`config.mk`:
```
export PLATFORM = sky130hd
export DESIGN_NAME = vrc_reference_control
export DESIGN_NICKNAME = d
export VERILOG_FILES = /design/src/design/vrc_reference_control.v /design/src/design/vrc_ctrl_bits.v
export VERILOG_INCLUDE_DIRS = /design/src /design/src/design
export SDC_FILE = /design/constraint.sdc
export NUM_CORES = 1
export LEC_CHECK = 0
export BUFFER_PORTS_ARGS = -buffer_cell sky130_fd_sc_hd__buf_2
export CAP_MARGIN = 20
export CORE_MARGIN = 1
export CORE_UTILIZATION = 43
export DETAILED_ROUTE_END_ITERATION = 8
export GPL_ROUTABILITY_DRIVEN = 0
export GPL_TIMING_DRIVEN = 0
export PLACE_DENSITY = 0.82
export SETUP_SLACK_MARGIN = 0.2
export SYNTH_ARGS = -nofsm -noshare
export SYNTH_HDL_FRONTEND = slang
export SYNTH_HIERARCHICAL = 1
export SYNTH_SLANG_ARGS = --single-unit
```
`constraint.sdc`:
```
create_clock -name sys_clk -period 1.3 [get_ports sys_clk]
set_clock_uncertainty 0.05 [all_clocks]
set_input_delay 0.26 -clock sys_clk [delete_from_list [all_inputs] [get_ports sys_clk]]
set_output_delay 0.26 -clock sys_clk [all_outputs]
set_load 0.05 [all_outputs]
```
`src/design/vrc_defines.vh`:
```
// constants for the voltage reference control register block
`ifndef VRC_DEFINES_VH
`define VRC_DEFINES_VH

`define VRC_DATA_W            8
`define VRC_ADDR_W            8
`define VRC_TEMP_W            12

`define VRC_REF_CTRL_ADDR     8'hd1
`define VRC_REF_CTRL_RESET    8'h00
`define VRC_REF_CTRL_MASK     8'h1f

`define VRC_BIT_BUF_EN        0
`define VRC_BIT_BIAS_EN       1
`define VRC_BIT_TEMP_EN       2
`define VRC_BIT_CONV2_SEL     3
`define VRC_BIT_CONV1_SEL     4

`define VRC_TEMP_IDLE_CODE    12'h000

`endif

```
`src/design/vrc_reference_control.v`:
```
// voltage reference control register and its analog control outputs
//
// Functional notes
// one 8-bit control register at special-function address d1, resets to zero
// bits 7 to 5 hold nothing, read as zero, writes ignored
// bit 2 switches the temperature sensor on when set, off when clear
// sensor output to converter mux is high impedance while sensor disabled; here temp_mux_oe is registered and drops one sys_ce clock after bit 2 clears
// bit 1 enables the bias and reference generator
// bit 0 enables the gain-of-two buffer driving the reference pin
// buffer output is high impedance and pin undriven while bit 0 clear
// bit 4 picks first converter reference: pin when zero, first dac when one
// bit 3 picks second converter reference: pin when zero, supply when one
// software sets bias and buffer enables for bandgap reference or dac use
// software sets bias enable whenever either converter runs
// software may clear buffer or both enables to save power when idle
`timescale 1ns/1ps
`include "vrc_defines.vh"
module vrc_reference_control
(
  sys_clk,
  rst_n,
  sys_ce,
  sfr_addr,
  sfr_wr,
  sfr_rd,
  sfr_wdata,
  sfr_rdata,
  sfr_rd_hit,
  temp_sensor_code,
  temp_mux_code,
  temp_mux_oe,
  ref_pin_o,
  ref_pin_oe,
  temp_sensor_enable,
  bias_generator_enable,
  reference_buffer_enable,
  first_converter_ref_select,
  second_converter_ref_select,
  first_conv_ref_from_pin,
  first_conv_ref_from_dac,
  second_conv_ref_from_pin,
  second_conv_ref_from_supply,
  internal_ref_ready
);
  input                        sys_clk;
  input                        rst_n;
  input                        sys_ce;
  input  [`VRC_ADDR_W-1:0]     sfr_addr;
  input                        sfr_wr;
  input                        sfr_rd;
  input  [`VRC_DATA_W-1:0]     sfr_wdata;
  output [`VRC_DATA_W-1:0]     sfr_rdata;
  output                       sfr_rd_hit;
  input  [`VRC_TEMP_W-1:0]     temp_sensor_code;
  output [`VRC_TEMP_W-1:0]     temp_mux_code;
  output                       temp_mux_oe;
  output                       ref_pin_o;
  output                       ref_pin_oe;
  output                       temp_sensor_enable;
  output                       bias_generator_enable;
  output                       reference_buffer_enable;
  output                       first_converter_ref_select;
  output                       second_converter_ref_select;
  output                       first_conv_ref_from_pin;
  output                       first_conv_ref_from_dac;
  output                       second_conv_ref_from_pin;
  output                       second_conv_ref_from_supply;
  output                       internal_ref_ready;

  wire                         sys_clk;
  wire                         rst_n;
  wire                         sys_ce;
  wire   [`VRC_ADDR_W-1:0]     sfr_addr;
  wire                         sfr_wr;
  wire                         sfr_rd;
  wire   [`VRC_DATA_W-1:0]     sfr_wdata;
  wire   [`VRC_TEMP_W-1:0]     temp_sensor_code;

  wire   [`VRC_DATA_W-1:0]     sfr_rdata;
  wire                         sfr_rd_hit;
  wire   [`VRC_TEMP_W-1:0]     temp_mux_code;
  wire                         temp_mux_oe;
  wire                         ref_pin_o;
  wire                         ref_pin_oe;
  wire                         temp_sensor_enable;
  wire                         bias_generator_enable;
  wire                         reference_buffer_enable;
  wire                         first_converter_ref_select;
  wire                         second_converter_ref_select;
  wire                         first_conv_ref_from_pin;
  wire                         first_conv_ref_from_dac;
  wire                         second_conv_ref_from_pin;
  wire                         second_conv_ref_from_supply;
  wire                         internal_ref_ready;

  reg    [`VRC_DATA_W-1:0]     rdata_reg;
  reg    [`VRC_DATA_W-1:0]     rdata_next;
  reg                          rd_hit_reg;
  reg                          rd_hit_next;
  reg    [`VRC_TEMP_W-1:0]     temp_code_reg;
  reg    [`VRC_TEMP_W-1:0]     temp_code_next;
  reg                          temp_oe_reg;
  reg                          temp_oe_next;
  reg                          ready_reg;
  reg                          ready_next;

  wire   [`VRC_DATA_W-1:0]     ctrl_q;
  wire                         wr_hit;
  wire                         rd_hit;
  localparam [`VRC_DATA_W-1:0] RESET_VAL = `VRC_REF_CTRL_RESET;

  // address decode shared by the read and the write path
  function addr_match;
    input [`VRC_ADDR_W-1:0] addr;
    begin
      addr_match = (addr == `VRC_REF_CTRL_ADDR);
    end
  endfunction

  assign wr_hit = sfr_wr && addr_match(sfr_addr);
  assign rd_hit = sfr_rd && addr_match(sfr_addr);

  vrc_ctrl_bits u_ctrl_bits
  (
    .sys_clk                   (sys_clk),
    .rst_n                     (rst_n),
    .sys_ce                    (sys_ce),
    .wr_en                     (wr_hit),
    .wr_data                   (sfr_wdata),
    .q                         (ctrl_q)
  );

  // read returns the value before any write in the same cycle
  always @*
  begin
    rdata_next  = rdata_reg;
    rd_hit_next = 1'b0;
    if (rd_hit)
    begin
      rdata_next  = ctrl_q & `VRC_REF_CTRL_MASK;
      rd_hit_next = 1'b1;
    end
  end

  always @(posedge sys_clk or negedge rst_n)
  begin
    if (!rst_n)
    begin
      rdata_reg  <= `VRC_REF_CTRL_RESET;
      rd_hit_reg <= 1'b0;
    end
    else if (sys_ce)
    begin
      rdata_reg  <= rdata_next;
      rd_hit_reg <= rd_hit_next;
    end
  end

  assign sfr_rdata  = rdata_reg;
  assign sfr_rd_hit = rd_hit_reg;

  // sensor path into the first converter's top mux input
  always @*
  begin
    temp_oe_next   = ctrl_q[`VRC_BIT_TEMP_EN];
    temp_code_next = `VRC_TEMP_IDLE_CODE;
    if (ctrl_q[`VRC_BIT_TEMP_EN])
      temp_code_next = temp_sensor_code;
    // a disabled sensor floats; code is forced idle so nothing mistakes it for data
    else
      temp_code_next = `VRC_TEMP_IDLE_CODE;
  end

  always @(posedge sys_clk or negedge rst_n)
  begin
    if (!rst_n)
    begin
      temp_code_reg <= `VRC_TEMP_IDLE_CODE;
      temp_oe_reg   <= 1'b0;
    end
    else if (sys_ce)
    begin
      temp_code_reg <= temp_code_next;
      temp_oe_reg   <= temp_oe_next;
    end
  end

  assign temp_mux_code = temp_code_reg;
  assign temp_mux_oe   = temp_oe_reg;

  // enables straight from the storage flops
  assign temp_sensor_enable      = ctrl_q[`VRC_BIT_TEMP_EN];
  assign bias_generator_enable   = ctrl_q[`VRC_BIT_BIAS_EN];
  assign reference_buffer_enable = ctrl_q[`VRC_BIT_BUF_EN];

  // buffer drives the pin only while enabled, otherwise the pin floats
  assign ref_pin_o  = ctrl_q[`VRC_BIT_BUF_EN];
  assign ref_pin_oe = ctrl_q[`VRC_BIT_BUF_EN];

  // reference multiplexer steering, one-hot per converter
  assign first_converter_ref_select  = ctrl_q[`VRC_BIT_CONV1_SEL];
  assign first_conv_ref_from_pin     = ~ctrl_q[`VRC_BIT_CONV1_SEL];
  assign first_conv_ref_from_dac     = ctrl_q[`VRC_BIT_CONV1_SEL];
  assign second_converter_ref_select = ctrl_q[`VRC_BIT_CONV2_SEL];
  assign second_conv_ref_from_pin    = ~ctrl_q[`VRC_BIT_CONV2_SEL];
  assign second_conv_ref_from_supply = ctrl_q[`VRC_BIT_CONV2_SEL];

  // status only: the bandgap is usable as reference when software set both
  // enables; settling time of the analog part is not modelled here
  always @*
  begin
    ready_next = ready_reg;
    if (wr_hit)
      ready_next = sfr_wdata[`VRC_BIT_BIAS_EN] & sfr_wdata[`VRC_BIT_BUF_EN];
  end

  // own flop, loaded at the same edge as the register, so it keeps step with the enables
  always @(posedge sys_clk or negedge rst_n)
  begin
    if (!rst_n)
      ready_reg <= RESET_VAL[`VRC_BIT_BIAS_EN] & RESET_VAL[`VRC_BIT_BUF_EN];
    else if (sys_ce)
      ready_reg <= ready_next;
  end

  assign internal_ref_ready = ready_reg;

endmodule // vrc_reference_control

```
`src/design/vrc_ctrl_bits.v`:
```
// storage cells of the reference control register, reserved bits have none
`timescale 1ns/1ps
`include "vrc_defines.vh"
module vrc_ctrl_bits
(
  sys_clk,
  rst_n,
  sys_ce,
  wr_en,
  wr_data,
  q
);
  input                        sys_clk;
  input                        rst_n;
  input                        sys_ce;
  input                        wr_en;
  input  [`VRC_DATA_W-1:0]     wr_data;
  output [`VRC_DATA_W-1:0]     q;

  wire                         sys_clk;
  wire                         rst_n;
  wire                         sys_ce;
  wire                         wr_en;
  wire   [`VRC_DATA_W-1:0]     wr_data;
  wire   [`VRC_DATA_W-1:0]     q;

  localparam [`VRC_DATA_W-1:0] STORE_MASK = `VRC_REF_CTRL_MASK;
  localparam [`VRC_DATA_W-1:0] RESET_VAL  = `VRC_REF_CTRL_RESET;

  genvar i;
  generate
    for (i = 0; i < `VRC_DATA_W; i = i + 1)
    begin : g_bit
      if (STORE_MASK[i])
      begin : g_store
        reg bit_reg;
        always @(posedge sys_clk or negedge rst_n)
        begin
          if (!rst_n)
            bit_reg <= RESET_VAL[i];
          else if (sys_ce && wr_en)
            bit_reg <= wr_data[i];
        end
        assign q[i] = bit_reg;
      end
      else
      begin : g_empty
        // no flop at all, so a write cannot leave a stale bit behind
        assign q[i] = 1'b0;
      end
    end
  endgenerate

endmodule // vrc_ctrl_bits

```
==> flow_summary.toml <==
[route]
ant_nets = 0
wl_um = 3090
viasPerCell = 4.70
wl_per_cell_um = 14.3
drc = 0
num_vias = 1015
drt_first_iter_violations = 10
firstDrtPassIters = 6

[worst_setup_path]
crit_cells = 3
r2r_end = "sfr_rdata[3]$_DFFE_PN0P_"
worstPathMaxFanout = 4
r2r_slack_ns = 0.20
worst_setup_path_start_kind = "flop"
setup.worst_path.start = "u_ctrl_bits/g_bit[4].g_store.bit_reg$_DFFE_PN0P_"
cpPeakStageDelay_ns = 0.42
critical_path.cell_chain = "buf_6, buf_6, buf_8"
cpMaxStageDelayCell = "dfrtp_1"
path_class = "flop to output port"
cp.required_ns = 0.99
r2r_start = "sfr_rdata[3]$_DFFE_PN0P_"
cpMostUsedCell = "buf_6"
endpoint_kind = "output port"
crit_buf_inv = 3
cpLargestDelayFamily = "flip-flops"
crit_path_end = "first_converter_ref_select"
cp.arrival_ns = 1.12
rr_worst_depth = 3

[power]
p_per_area_nw_per_um2 = 723
p_int_w = 0.00104
power_leakage_nw = 1.05
power_frac_seq_pct = 55.9
clock_power_share_pct = 23.5
p_comb_share_pct = 20.6
p_sw_share_pct = 27.3
power.net_switching_w = 0.000392
finalPower_w = 0.00143
peakVddDrop_mv = 0.532

[timing]
fin_crit_ns = 1.43
finalWorstSetupSlack_ns = -0.130
period_share_pct = 110
hold_viol = 0
setup_tns_ns = -0.726
drv_slew = 0
worst_slew_pin_slew_ns = 0.529
setup_viol_count_final = 11
relSlewSlack_pct = 64.8
rsz0062_at_grt = "yes"
max_freq_ghz = 0.699

[min_path]
hold_class = "input pin to flop"
whs_path_depth = 3

[cells_and_area]
synthToLayoutAreaGrowth_pct = 74.7
drive_gt1_share_pct = 60.8
fin_nets = 220
largest_reg_flops = 12
diodes = 0

[outcome]
status = "finished, violations left"
failed_checks = "negative setup slack"

[global_routing]
globalRouteMet3Util_pct = 3.45
grt_usage_pct = 22.0
antenna_found_initial = 0
grt_use_met1_pct = 25.1
grt_pass1_wl_um = 4340
grt_pass1_vias = 959
busiest_layer = "met2"
overflow = 0
gr-usage-met2_pct = 41.7
grt_max_degree = 26

[cts]
clkLatencyLatePin_ns = 0.30
clock_path_buffers = 2
htreeDepth = 1
clkTransAtPathRegs_ns = 0.13
root_buffer = "clkbuf_4"
clock-sinks = 25
cts_made_buffers = 3
cts_tree = "yes"

[logic_synthesis]
ys.warnings.count = 6
syn_area_per_cell_um2 = 11.1
syn_area_um2 = 1130
synthCells = 102

[place]
dp_hpwl_um = 1900
port_buffers = 60

[floorplan]
die_y_um = 53.3
start_util_pct = 45.8
core_area_um2 = 2480
num_io_pins = 67
rows = 18
dieArea_um2 = 2850
fp.dieW_um = 53.3

[job]
cap_viol_max_count = 0
==> placed cells by master (no fill, tap or decap) <==
cell type      count
o21ai_1            3
buf_4             17
o21ai_0           10
nand4_1            1
clkbuf_4           3
nand2_1            1
mux2_4             4
inv_1             14
mux2i_1            1
nand2_4            1
nand3_1           12
dlygate4sd3_1      1
and3_4             1
conb_1             3
buf_6             34
nand4_4            1
dfrtp_1           25
mux2_2             7
buf_2             28
and4b_2            1
buf_8             12
clkinvlp_4         2
clkbuf_2           1
clkbuf_1           2
nor4b_4            1
==> through the flow <==
| step | setup slack [ns] | cell area (um^2) | utilization, % | cells | hold slack [ns] |
|---|---|---|---|---|---|
| after CTS | -0.116 | 1890 | 76.1 | 207 | 0.123 |
| after detailed placement | -0.225 | 1500 | 60.7 | 194 | 0.228 |
| after floorplan | -0.0238 | 1160 | - | 104 | -0.0856 |
| after global routing | -0.158 | 1980 | 79.9 | 216 | 0.136 |
| final | -0.130 | 1980 | 79.9 | 216 | 0.129 |
| after global placement | -0.176 | 1500 | 60.7 | 194 | 0.219 |
==> power groups by stage <==
| stage | sequential [W] | clock (W) | combinational (W) |
|---|---|---|---|
| global route | 0.000802 | 0.000370 | 0.000315 |
| finish | 0.000800 | 0.000337 | 0.000295 |
| detailed placement | 0.000812 | 0 | 0.000227 |
| global placement | 0.000811 | 0 | 0.000221 |
| CTS | 0.000799 | 0.000340 | 0.000280 |
| floorplan | 0.000841 | 0 | 0.000107 |
==> worst register-to-register path, cell delays in order, from the launching register on <==
cell and delay (ns):
dfrtp_1 0.42, buf_4 0.15, buf_4 0.12, mux2_2 0.26
==> area by class of cell <==
type / instances / area [um^2]
buffer: 15 / 138
inverter: 16 / 67.6
tap: 30 / 37.5
timing repair buffer: 79 / 712
multi-input combinational: 47 / 374
sequential: 25 / 626
clock buffer: 4 / 26.3
fill: 166 / 497
==> how the worst min path moves through the flow <==
stage,startpoint,to,slack [ns]
floorplan,rst_n,internal_ref_ready$_DFFE_PN0P_,-0.09
global placement,rst_n,sfr_rdata[3]$_DFFE_PN0P_,0.22
detailed placement,rst_n,sfr_rdata[3]$_DFFE_PN0P_,0.23
CTS,temp_sensor_code[11],temp_mux_code[11]$_DFFE_PN0P_,0.12
global route,sfr_wdata[0],internal_ref_ready$_DFFE_PN0P_,0.14
finish,temp_sensor_code[11],temp_mux_code[11]$_DFFE_PN0P_,0.13
==> metal layers <==
| layer | wire (um) | share of wire, % | vias up |
|---|---|---|---|
| met5 | 0 | 0 | - |
| met4 | 31 | 1.0 | 0 |
| met3 | 219 | 7.1 | 4 |
| met2 | 1630 | 53 | 49 |
| met1 | 1200 | 39 | 477 |
| li1 | - | - | 485 |
==> what timing repair did <==
action | CTS | global route
buffers inserted | 9 | 9
setup endpoints to repair | 51 | 48
hold endpoints to repair | 25 | 0
gates resized for setup | 84 | 12
pin swaps | 3 | 4
hold buffers | 1 | 0
(Power assumes the default switching activity.)
